[config.mk]
export PLATFORM = sky130hd
export DESIGN_NAME = rsdr_top
export DESIGN_NICKNAME = d
export VERILOG_FILES = /design/src/rsdr_pkg.sv /design/src/rsdr_top.sv /design/src/rsdr_fifo.sv
export VERILOG_INCLUDE_DIRS = /design/src /design/src/src
export SDC_FILE = /design/constraint.sdc
export NUM_CORES = 1
export LEC_CHECK = 0
export BUFFER_PORTS_ARGS = -buffer_cell sky130_fd_sc_hd__buf_2
export CAP_MARGIN = 20
export CORE_MARGIN = 3
export CORE_UTILIZATION = 55
export DETAILED_ROUTE_END_ITERATION = 6
export GPL_TIMING_DRIVEN = 0
export PLACE_DENSITY = 0.72
export SYNTH_ARGS = -nofsm -noshare
export SYNTH_HDL_FRONTEND = slang
export SYNTH_SLANG_ARGS = --single-unit
export TNS_END_PERCENT = 5
[constraint.sdc]
create_clock -name CLOCK_I -period 4 [get_ports CLOCK_I]
set_input_delay 0.8 -clock CLOCK_I [delete_from_list [all_inputs] [get_ports CLOCK_I]]
set_output_delay 0.8 -clock CLOCK_I [all_outputs]
set_load 0.03 [all_outputs]
[src/rsdr_defs.svh]
// Timing, start symbol and reset constants for the receive sequencing and recovery block.
// Assumes a 10 MHz system clock; included by bare name.
`ifndef RSDR_DEFS_SVH
`define RSDR_DEFS_SVH

// ----------------------------------------------------------------
// Clock and amplifier sequencing
// ----------------------------------------------------------------
`define RSDR_CLK_PERIOD_NS 100
`define RSDR_AMP_ON_NS 814
`define RSDR_AMP_ON_CYC (`RSDR_AMP_ON_NS / `RSDR_CLK_PERIOD_NS)

// ----------------------------------------------------------------
// Bit timing and start symbol
// ----------------------------------------------------------------
`define RSDR_BIT_NS 52080
`define RSDR_BIT_CYC (`RSDR_BIT_NS / `RSDR_CLK_PERIOD_NS)
`define RSDR_SYM_BITS 16
`define RSDR_START_SYMBOL 16'hE2E2

// ----------------------------------------------------------------
// Reset values and buffer depth
// ----------------------------------------------------------------
`define RSDR_GAIN_RST 1'h0
`define RSDR_FIFO_DEPTH 16

`endif

[src/rsdr_pkg.sv]
// Types shared by the receive sequencing and recovery block.
// Assumes nothing beyond a SystemVerilog compiler.
package rsdr_pkg;

  // ----------------------------------------------------------------
  // Types
  // ----------------------------------------------------------------
  typedef enum logic [1:0] {
    RSDR_IDLE = 2'h0,
    RSDR_HUNT = 2'h1,
    RSDR_LOCK = 2'h3
  } rsdr_state_t;

  typedef struct packed {
    logic threshold_slicer;
    logic peak_relative_slicer;
    logic peak_threshold_pin_open;
  } rsdr_slicer_t;

  typedef struct packed {
    logic first_rf_amp;
    logic second_rf_amp;
  } rsdr_amp_en_t;

endpackage : rsdr_pkg

[src/rsdr_top.sv]
// Receive sequencing, AGC, compound slicer and start-symbol data and clock recovery.
// Assumes a 10 MHz clock; slicer, enable and AGC inputs arrive asynchronously.
//
// Functional notes
// - By default the data output carries the combined slicer output directly.
// - With recovery enabled, data output switches to recovered data after start symbol.
// - Without recovery in use, the recovered bit clock stays low.
// - With recovery enabled, bit clock stays low until a start symbol is seen.
// - Each bit changes at bit clock rise; host samples at the following fall.
// - Once started, the bit clock keeps pulsing until the enable is cleared.
// - Combined slicer is threshold AND peak slicer; threshold slicer always active.
// - Open peak threshold pin disables the peak slicer; threshold slicer alone.
// - Amplifiers enabled alternately, 0.8 us (8 cycles) each, never both at once.
// - Saturation detect from the first amplifier selects 35 dB or 5 dB gain.
// - AGC reset comes from a comparator on the slicer input.
// - With recovery enabled, search the stream for 0xE2E2, MSB first.
// - Clocking begins mid-bit of the first bit after the start symbol.
`timescale 1ns/1ps
`include "rsdr_defs.svh"
module rsdr_top #(
  parameter int BIT_CYCLES = `RSDR_BIT_CYC,
  parameter int AMP_ON_CYCLES = `RSDR_AMP_ON_CYC,
  parameter int FIFO_DEPTH = `RSDR_FIFO_DEPTH
) (
  // Clock and reset
  input wire logic CLOCK_I,
  input wire logic RSTN_I,
  // Analog front-end digital inputs
  input wire rsdr_pkg::rsdr_slicer_t SLICER_I,
  input wire logic SATURATION_DETECT_I,
  input wire logic SLICER_INPUT_AGC_RESET_I,
  // Host control
  input wire logic RECOVERY_ENABLE_I,
  // Amplifier control
  output rsdr_pkg::rsdr_amp_en_t AMP_EN_O,
  output logic GAIN_LOW_O,
  // Host data
  output logic RX_DATA_OUT_O,
  output logic RX_BIT_CLOCK_O
);
  import rsdr_pkg::*;

  localparam int PW = $clog2(BIT_CYCLES + 1);
  localparam int HALF = BIT_CYCLES / 2;
  localparam int AGW = $clog2(2 * AMP_ON_CYCLES + 1);

  if (BIT_CYCLES < 8 || AMP_ON_CYCLES < 1) begin : g_bad_params
    $error("rsdr_top: BIT_CYCLES must be at least 8 and AMP_ON_CYCLES at least 1");
  end

  // ----------------------------------------------------------------
  // Input synchronisers
  // ----------------------------------------------------------------
  localparam int NS = 6;
  logic [NS-1:0] sync1_r;
  logic [NS-1:0] sync2_r;

  always_ff @(posedge CLOCK_I or negedge RSTN_I) begin
    if (!RSTN_I) begin
      sync1_r <= '0;
      sync2_r <= '0;
    end else begin
      sync1_r <= {SLICER_I.threshold_slicer, SLICER_I.peak_relative_slicer,
                  SLICER_I.peak_threshold_pin_open, SATURATION_DETECT_I,
                  SLICER_INPUT_AGC_RESET_I, RECOVERY_ENABLE_I};
      sync2_r <= sync1_r;
    end
  end

  logic thr_s;
  logic peak_s;
  logic open_s;
  logic sat_s;
  logic agc_rst_s;
  logic enable_s;
  logic combined;

  assign {thr_s, peak_s, open_s, sat_s, agc_rst_s, enable_s} = sync2_r;
  // The threshold slicer always takes part; the peak slicer only with its pin fitted.
  assign combined = thr_s && (peak_s || open_s);

  // ----------------------------------------------------------------
  // Amplifier pulse generator
  // ----------------------------------------------------------------
  logic [AGW-1:0] amp_ctr_r;

  always_ff @(posedge CLOCK_I or negedge RSTN_I) begin
    if (!RSTN_I) begin
      amp_ctr_r <= '0;
    end else if (amp_ctr_r == AGW'(2 * AMP_ON_CYCLES - 1)) begin
      amp_ctr_r <= '0;
    end else begin
      amp_ctr_r <= amp_ctr_r + 1'b1;
    end
  end

  always_ff @(posedge CLOCK_I or negedge RSTN_I) begin
    if (!RSTN_I) begin
      AMP_EN_O <= '0;
    end else begin
      AMP_EN_O.first_rf_amp <= (amp_ctr_r < AGW'(AMP_ON_CYCLES));
      AMP_EN_O.second_rf_amp <= (amp_ctr_r >= AGW'(AMP_ON_CYCLES));
    end
  end

  // ----------------------------------------------------------------
  // AGC control
  // ----------------------------------------------------------------
  // Saturation wins over reset so a strong burst is never met at full gain.
  always_ff @(posedge CLOCK_I or negedge RSTN_I) begin
    if (!RSTN_I) begin
      GAIN_LOW_O <= `RSDR_GAIN_RST;
    end else if (sat_s) begin
      GAIN_LOW_O <= 1'b1;
    end else if (agc_rst_s) begin
      GAIN_LOW_O <= 1'b0;
    end
  end

  // ----------------------------------------------------------------
  // Bit sampler and start symbol search
  // ----------------------------------------------------------------
  logic comb_d_r;
  logic [PW-1:0] phase_r;
  logic strobe;
  logic [`RSDR_SYM_BITS-1:0] shift_r;
  logic [`RSDR_SYM_BITS-1:0] shift_nxt;
  rsdr_state_t state_r;

  always_ff @(posedge CLOCK_I or negedge RSTN_I) begin
    if (!RSTN_I) begin
      comb_d_r <= 1'b0;
      phase_r <= '0;
    end else begin
      comb_d_r <= combined;
      if (combined != comb_d_r || phase_r == PW'(BIT_CYCLES - 1)) begin
        phase_r <= '0;
      end else begin
        phase_r <= phase_r + 1'b1;
      end
    end
  end

  // Slicer edges re-centre the phase, so sampling lands mid-bit.
  assign strobe = (phase_r == PW'(HALF - 1));
  assign shift_nxt = {shift_r[`RSDR_SYM_BITS-2:0], combined};

  always_ff @(posedge CLOCK_I or negedge RSTN_I) begin
    if (!RSTN_I) begin
      shift_r <= '0;
    end else if (state_r != RSDR_HUNT) begin
      shift_r <= '0;
    end else if (strobe) begin
      shift_r <= shift_nxt;
    end
  end

  always_ff @(posedge CLOCK_I or negedge RSTN_I) begin
    if (!RSTN_I) begin
      state_r <= RSDR_IDLE;
    end else if (!enable_s) begin
      state_r <= RSDR_IDLE;
    end else begin
      unique case (state_r)
        RSDR_IDLE: state_r <= RSDR_HUNT;
        RSDR_HUNT: begin
          if (strobe && shift_nxt == `RSDR_START_SYMBOL) begin
            state_r <= RSDR_LOCK;
          end
        end
        RSDR_LOCK: state_r <= RSDR_LOCK;
        default: state_r <= RSDR_IDLE;
      endcase
    end
  end

  // ----------------------------------------------------------------
  // Recovered bit buffer
  // ----------------------------------------------------------------
  logic push_valid_r;
  logic push_bit_r;
  logic push_ready;
  logic pop_valid;
  logic pop_ready;
  logic pop_bit;
  logic locked;

  assign locked = (state_r == RSDR_LOCK);

  // A bit waiting on a full buffer holds the sampler's push until room appears.
  always_ff @(posedge CLOCK_I or negedge RSTN_I) begin
    if (!RSTN_I) begin
      push_valid_r <= 1'b0;
      push_bit_r <= 1'b0;
    end else if (!locked) begin
      push_valid_r <= 1'b0;
    end else if (strobe) begin
      push_valid_r <= 1'b1;
      push_bit_r <= combined;
    end else if (push_ready) begin
      push_valid_r <= 1'b0;
    end
  end

  rsdr_fifo #(
    .WIDTH(1),
    .DEPTH(FIFO_DEPTH)
  ) rsdr_fifo_i (
    .clk_i(CLOCK_I),
    .rstn_i(RSTN_I),
    .flush_i(!locked),
    .in_valid_i(push_valid_r),
    .in_ready_o(push_ready),
    .in_data_i(push_bit_r),
    .out_valid_o(pop_valid),
    .out_ready_i(pop_ready),
    .out_data_o(pop_bit)
  );

  // ----------------------------------------------------------------
  // Bit clock generator and data output
  // ----------------------------------------------------------------
  logic [PW-1:0] half_ctr_r;

  assign pop_ready = locked && !RX_BIT_CLOCK_O && (half_ctr_r == '0);

  // The data pin moves on the same edge as the clock rise, so it is steady at the fall.
  // Once locked the pin keeps its last slicer value until the first recovered bit, then changes only to recovered bits, never on a slicer glitch.
  always_ff @(posedge CLOCK_I or negedge RSTN_I) begin
    if (!RSTN_I) begin
      RX_BIT_CLOCK_O <= 1'b0;
      RX_DATA_OUT_O <= 1'b0;
      half_ctr_r <= '0;
    end else if (!locked) begin
      RX_BIT_CLOCK_O <= 1'b0;
      RX_DATA_OUT_O <= combined;
      half_ctr_r <= '0;
    end else if (half_ctr_r != '0) begin
      half_ctr_r <= half_ctr_r - 1'b1;
    end else if (RX_BIT_CLOCK_O) begin
      RX_BIT_CLOCK_O <= 1'b0;
      half_ctr_r <= PW'(HALF - 1);
    end else if (pop_valid) begin
      RX_BIT_CLOCK_O <= 1'b1;
      RX_DATA_OUT_O <= pop_bit;
      half_ctr_r <= PW'(HALF - 1);
    end
  end

endmodule : rsdr_top

[src/rsdr_fifo.sv]
// Small FIFO with valid/ready on both sides and registered read data.
// Assumes one clock and an active-low asynchronous reset.
`timescale 1ns/1ps
module rsdr_fifo #(
  parameter int WIDTH = 1,
  parameter int DEPTH = 16
) (
  // Clock and reset
  input wire logic clk_i,
  input wire logic rstn_i,
  input wire logic flush_i,
  // Filling side
  input wire logic in_valid_i,
  output logic in_ready_o,
  input wire logic [WIDTH-1:0] in_data_i,
  // Draining side
  output logic out_valid_o,
  input wire logic out_ready_i,
  output logic [WIDTH-1:0] out_data_o
);
  localparam int AW = $clog2(DEPTH);

  if (DEPTH < 2 || (1 << AW) != DEPTH || WIDTH < 1) begin : g_bad_params
    $error("rsdr_fifo: DEPTH must be a power of two of at least 2");
  end

  logic [WIDTH-1:0] mem [DEPTH];
  logic [AW-1:0] wr_ptr_r;
  logic [AW-1:0] rd_ptr_r;
  logic [AW-1:0] rd_ptr_nxt;
  logic [AW:0] count_r;
  logic push;
  logic pop;

  assign in_ready_o = (count_r != (AW+1)'(DEPTH));
  assign out_valid_o = (count_r != '0);
  assign push = in_valid_i && in_ready_o;
  assign pop = out_valid_o && out_ready_i;
  assign rd_ptr_nxt = pop ? rd_ptr_r + 1'b1 : rd_ptr_r;

  always_ff @(posedge clk_i) begin
    if (push) begin
      mem[wr_ptr_r] <= in_data_i;
    end
  end

  always_ff @(posedge clk_i or negedge rstn_i) begin
    if (!rstn_i) begin
      wr_ptr_r <= '0;
      rd_ptr_r <= '0;
      count_r <= '0;
    end else if (flush_i) begin
      wr_ptr_r <= '0;
      rd_ptr_r <= '0;
      count_r <= '0;
    end else begin
      if (push) begin
        wr_ptr_r <= wr_ptr_r + 1'b1;
      end
      rd_ptr_r <= rd_ptr_nxt;
      count_r <= count_r + (AW+1)'(push) - (AW+1)'(pop);
    end
  end

  // Head word is prefetched; a write into the slot about to be read bypasses memory.
  always_ff @(posedge clk_i or negedge rstn_i) begin
    if (!rstn_i) begin
      out_data_o <= '0;
    end else if (push && (wr_ptr_r == rd_ptr_nxt)) begin
      out_data_o <= in_data_i;
    end else begin
      out_data_o <= mem[rd_ptr_nxt];
    end
  end

endmodule : rsdr_fifo

Word level (Yosys, flattened, before mapping)

Memory sizes are Yosys's and may differ from the RTL's. A register that Yosys moved wholly into a read port is not among the register bits.
Cells that the tools add are included.

Add/subtract/negate cells: 7
Eq/ne operators: 16
Reduce and logical (&&, ||, !) cells: 18
Multiplexer cells: 31
Order comparisons: 2

Operators by type and width:

| operator                                                          | number |
|---|---|
| two-way mux 10 bit                                                | 5 |
| two-way mux 15 bit                                                | 2 |
| equality test 16 bit, second input constant                       | 1 |
| two-way mux 4 bit                                                 | 4 |
| two-way mux 1 bit                                                 | 15 |
| adder 10 x 1 -> 10 bit, second input constant                     | 1 |
| equality test 10 bit, second input constant                       | 1 |
| equality test 10 x 9 -> 1 bit, second input constant              | 1 |
| logical NOT 10 bit                                                | 1 |
| two-way mux 5 bit                                                 | 2 |
| nonzero test 10 bit                                               | 1 |
| subtractor 10 x 1 -> 10 bit, second input constant                | 1 |
| adder 4 x 1 -> 4 bit, second input constant                       | 2 |
| logical AND 1 bit                                                 | 6 |
| inequality test 2 x 1 -> 1 bit, second input constant             | 3 |
| case mux 2 bit (3 select lines)                                   | 1 |
| adder 5 x 1 -> 5 bit                                              | 1 |
| adder 5 x 1 -> 5 bit, second input constant                       | 1 |
| equality test 5 x 4 -> 1 bit, second input constant               | 1 |
| greater-or-equal comparator 5 x 4 -> 1 bit, second input constant | 1 |
| < comparator 5 x 4 -> 1 bit, second input constant                | 1 |
| inequality test 5 bit, second input constant                      | 1 |
| nonzero test 5 bit                                                | 1 |
| subtractor 5 x 1 -> 5 bit                                         | 1 |
| 14 further kinds                                                  | 19 |

Word-level logic and storage cells: 93
Output and inout port bits: 5
Bits in registers: 75
RAM bits: 16
Memories: 1

Memory list:

| name            | words | bits a word | read ports | clocked after memory_dff | wr ports | line            | text |
|---|---|---|---|---|---|---|---|
| rsdr_fifo_i.mem | 16    | 1           | 1          | 1                        | 1        | rsdr_fifo.sv:27 | `logic [WIDTH-1:0] mem [DEPTH];` |

Longest topological paths before layout

Word-level depth: 7
Mapped depth: 15
Mapped depth without buffers: 15

Modules after synthesis

From an unflattened synthesis, not the netlist that was laid out.

Cell total of the unflattened synthesis: 372
Area total of the unflattened synthesis: 4,450.5 um^2

Modules (own cells, without submodules):

| module    | sequential area each (um^2) | times used | cells each | area each (um^2) |
|---|---|---|---|---|
| rsdr_top  | 1,551.5                     | 1          | 217        | 2,583.7 |
| rsdr_fifo | 830.8                       | 1          | 155        | 1,866.8 |

Worst setup path before layout

Ideal clock, no wire load.

Path type: flip-flop to flip-flop
From: register half_ctr_r[2]
To: register rsdr_fifo_i.count_r[4]
Required time: 3.864 ns
Cell stages (with the launch flop): 14
Library setup time: 0.136 ns
Clock period less this slack: 2.949 ns
Arrival time: 2.812 ns
Buffers on the path: 0
Path slack: 1.051 ns
Cell sequence: dfrtp_1 > or4_4 > or4_2 > nor2_1 > ha_1 > inv_1 > ha_1 > inv_1 > fa_1 > inv_1 > a21oi_1 > nor2_1 > or3_1 > a21oi_1

Longest elaborated chain between the ends: 5

Ends and longest elaborated chain:

| item                      | line            | text |
|---|---|---|
| start: declaration        | rsdr_top.sv:223 | `logic [PW-1:0] half_ctr_r;` |
| start signal: assignment  | rsdr_top.sv:239 | `half_ctr_r <= half_ctr_r - 1'b1;` |
| start signal: assignment  | rsdr_top.sv:242 | `half_ctr_r <= PW'(HALF - 1);` |
| start signal: assignment  | rsdr_top.sv:246 | `half_ctr_r <= PW'(HALF - 1);` |
| logical NOT 10 bit        | rsdr_top.sv:225 | `assign pop_ready = locked && !RX_BIT_CLOCK_O && (half_ctr_r == '0);` |
| logical AND 1 bit         | rsdr_top.sv:225 |  |
| logical AND 1 bit         | rsdr_fifo.sv:38 | `assign pop = out_valid_o && out_ready_i;` |
| subtractor 5 x 1 -> 5 bit | rsdr_fifo.sv:61 | `count_r <= count_r + (AW+1)'(push) - (AW+1)'(pop);` |
| two-way mux 5 bit         | rsdr_fifo.sv:52 | `end else if (flush_i) begin` |
| end signal: assignment    | rsdr_fifo.sv:61 |  |
| end: declaration          | rsdr_fifo.sv:31 | `logic [AW:0] count_r;` |

No other way between the ends.
A chain may end at the register's enable or synchronous reset.

Final worst setup path

From: register half_ctr_r[0]
To: register rsdr_fifo_i.count_r[4]

The elaborated chain is that of the path after synthesis.

==> metrics.yaml <==
powerDensity_nw_per_um2: 347
max_freq_mhz: 309
rsz0062_at_grt: "false"
start_util: 0.576
yosys-top-cells-count: "dfrtp_1 (76), nor2_1 (36), inv_1 (22), and2_1 (17), xor2_1 (17)"
syn_area_um2: 4270
timing_hold_violations_final: 0
cp.arrival_ns: 3.47
cts.path.max_buffers: 2
syn_nets: 383
synth.top_cell.area_share: 0.446
routed_wirelength_um: 7080
finalMaxSlewViolations: 0
antenna_left: 0
final.min_clock_period_ns: 3.24
routabilityCongestion: 0.766
grt_antenna_before_repair: 0
ys.flop_type: "dfrtp_1"
stdcell_count: 486
yosysSeqAreaShare: 0.558
first_iter_violations: 134
dieWidth_um: 94.1
fin_setup_tns_ns: 0
via_count: 2681
grt_pass1_wl_um: 12600
grt_pass1_vias: 2688
clk_latency_ns: 0.36
setup.worst_path.end_class: "flop"
fin_area_um2: 4670
dpl_cell_area_um2: 4480
diodes: 0
maxSlewHeadroom: 0.551
core.rowCount: 31
cts-root-buf: "clkbuf_8"
htree_levels: 3
synth-seq-cells: 92
dieHeight_um: 94.1
async_flop_share: 0.826
grt_max_degree: 72
synthDistinctLibCells: 52
hold_path_class: "primary input to async pin"
avgSynthCellArea_um2: 11.9
leakagePower_nw: 2.00
finalClockSkew_ns: 0.0114
io_buffers: 12
synth_enable_flop_cells: 16
drive_above_1_share: 0.127
status: "finished, final reports clean"
die_area_um2: 8850
io_pins: 13
cts_hold_buf: 0
path_class: "flop to flop"
cp-startpoint: "half_ctr_r[0]$_DFFE_PN0P_"
grtUsageTotal: 0.185
numClockSinks: 92
max_slew.worst_pin.slew_ns: 0.674
cts-resized-gates: 0
yosys.cell_count.top_type: "dfrtp_1"
dp_cells: 470
post_cts_buffers: 0
setup.worst_path.start_class: "flop"
timing.rr.start: "half_ctr_r[0]$_DFFE_PN0P_"
detail_route.first_pass.iterations: 4
crit_fanout: 5
ir_worst_vdd_v: 0.000242
drt-wirelength-per-cell_um: 14.6
cts_buffers: 9
cts_tree: "yes"
period_share: 0.810
syn_inst: 358
gr-total-overflow: 0
dp_hpwl_um: 4950
fin_ws_ns: 0.761
yosys-top-cells-area: "dfrtp_1 (45%), edfxtp_1 (11%), ha_1 (4.7%), mux4_2 (4.2%), xor2_1 (3.5%)"
via_per_inst: 5.52
place_ws_ns: 0.762
setup-violations-final: 0
drv_cap: 0
areaGrowthSynthToFinish_pct: 9.44
n_fill_cell: 589
cp.required_ns: 4.23
clkTransAtPathRegs_ns: 0.10
nNetsFinal: 407
yosysWarnings: 0
drc_errors: 0
core_um2: 7410
synth_top_area_cell: "dfrtp_1"
[critical path, cell delays in order (launching register included)]
cell and delay, ns:
dfrtp_1 0.43, inv_1 0.11, ha_1 0.19, or3b_1 0.38, or3_1 0.42, nor2_1 0.24
ha_1 0.27, inv_1 0.06, ha_1 0.16, inv_1 0.06, fa_1 0.39, inv_1 0.07
a21oi_1 0.06, nor2_1 0.12, or3_1 0.12, a21oi_1 0.05
[worst paths after layout]
path,to,slack [ns],depth (start not counted)
setup reg to reg,rsdr_fifo_i.count_r[4]$_DFF_PN0_,0.76,15
hold reg to reg,sync2_r[2]$_DFF_PN0_,0.35,0
setup / recovery,rsdr_fifo_i.count_r[4]$_DFF_PN0_,0.76,15
min in group CLOCK_I,sync2_r[2]$_DFF_PN0_,0.35,0
max in group asynchronous,phase_r[6]$_DFF_PN0_,3.22,2
hold / removal,GAIN_LOW_O$_DFFE_PN0P_,0.25,1
[kinds of logic after synthesis]
group           after synthesis  share of synthesized area
mux                          19                     0.0707
flops                        92                      0.558
fa+ha+maj                    17                     0.0516
simple gates                125                      0.160
compound gates               49                     0.0800
xor+xnor                     25                     0.0513
buf+inv                      31                     0.0281
[placed cells by master (no fill, tap or decap), types with 2 or more instances in the layout]
master     n
a211oi_1   2
a21o_1     2
a21oi_1   13
a22o_1    16
a31oi_1    3
and2_1    17
and3_1     6
buf_1      3
buf_2     11
buf_4      2
clkbuf_1   5
clkbuf_8   9
clkinv_4   2
dfrtp_1   76
edfxtp_1  16
ha_1      16
inv_1     22
inv_6      2
inv_8      2
mux2_4     2
mux2i_1    8
mux4_2     8
nand2_1   16
nand3_1    8
nand4_1    6
nor2_1    36
nor2b_1    3
nor3_1    10
nor3b_1    4
nor4b_1    3
o21ai_0    5
or3_1      2
or4_2      2
xnor2_1    8
xor2_1    17
[layer usage]
| metal | up-vias | track usage | part of all wire | wire [um] |
|---|---|---|---|---|
| met5 | - | 0 | 0 | 0 |
| met2 | 32 | 0.289 | 0.46 | 3230 |
| met1 | 1317 | 0.260 | 0.50 | 3560 |
| li1 | 1322 | - | - | - |
| met4 | 0 | 0.0722 | 0.018 | 126 |
| met3 | 10 | 0.0288 | 0.024 | 168 |
[cell type report]
cell class / count / area (um2) / share of cell area
tap: 99 / 124 / 0.0265
clock buffer: 9 / 124 / 0.0265
clock inverter: 7 / 65.1 / 0.0139
buffer: 9 / 37.5 / 0.00804
sequential: 92 / 2380 / 0.510
timing repair buffer: 13 / 90.1 / 0.0193
multi-input combinational: 235 / 1770 / 0.378
inverter: 22 / 82.6 / 0.0177
[state kept, by name (all words and copies together), names as in the netlist]
| name | count |
|---|---|
| rsdr_fifo_i.wr_ptr_r | 4 |
| RX_BIT_CLOCK_O | 1 |
| rsdr_fifo_i.out_data_o | 1 |
| rsdr_fifo_i.mem | 16 |
| push_bit_r | 1 |
| amp_ctr_r | 5 |
| comb_d_r | 1 |
| push_valid_r | 1 |
| RX_DATA_OUT_O | 1 |
| GAIN_LOW_O | 1 |
| sync2_r | 6 |
| rsdr_fifo_i.count_r | 5 |
| phase_r | 10 |
| rsdr_fifo_i.rd_ptr_r | 4 |
| state_r | 2 |
| sync1_r | 6 |
| shift_r | 15 |
| AMP_EN_O | 2 |
| half_ctr_r | 10 |
[report_power, final]
part	switching [mW]	leakage, nW	total, mW	internal (mW)
clock network	0.355	0.0943	0.596	0.241
logic	0.0350	0.792	0.0518	0.0168
registers	0.00977	1.12	0.974	0.965
[per-stage QoR]
step	utilization	hold WS, ns	power, mW
3_3_place_gp	0.601	0.333	1.04
5_1_grt	0.630	0.239	1.69
6_report	0.630	0.254	1.62
3_5_place_dp	0.605	0.335	1.05
2_1_floorplan	-	0.331	1.02
4_1_cts	0.630	0.241	1.64
Note: power is estimated with default switching activity, not from simulation.
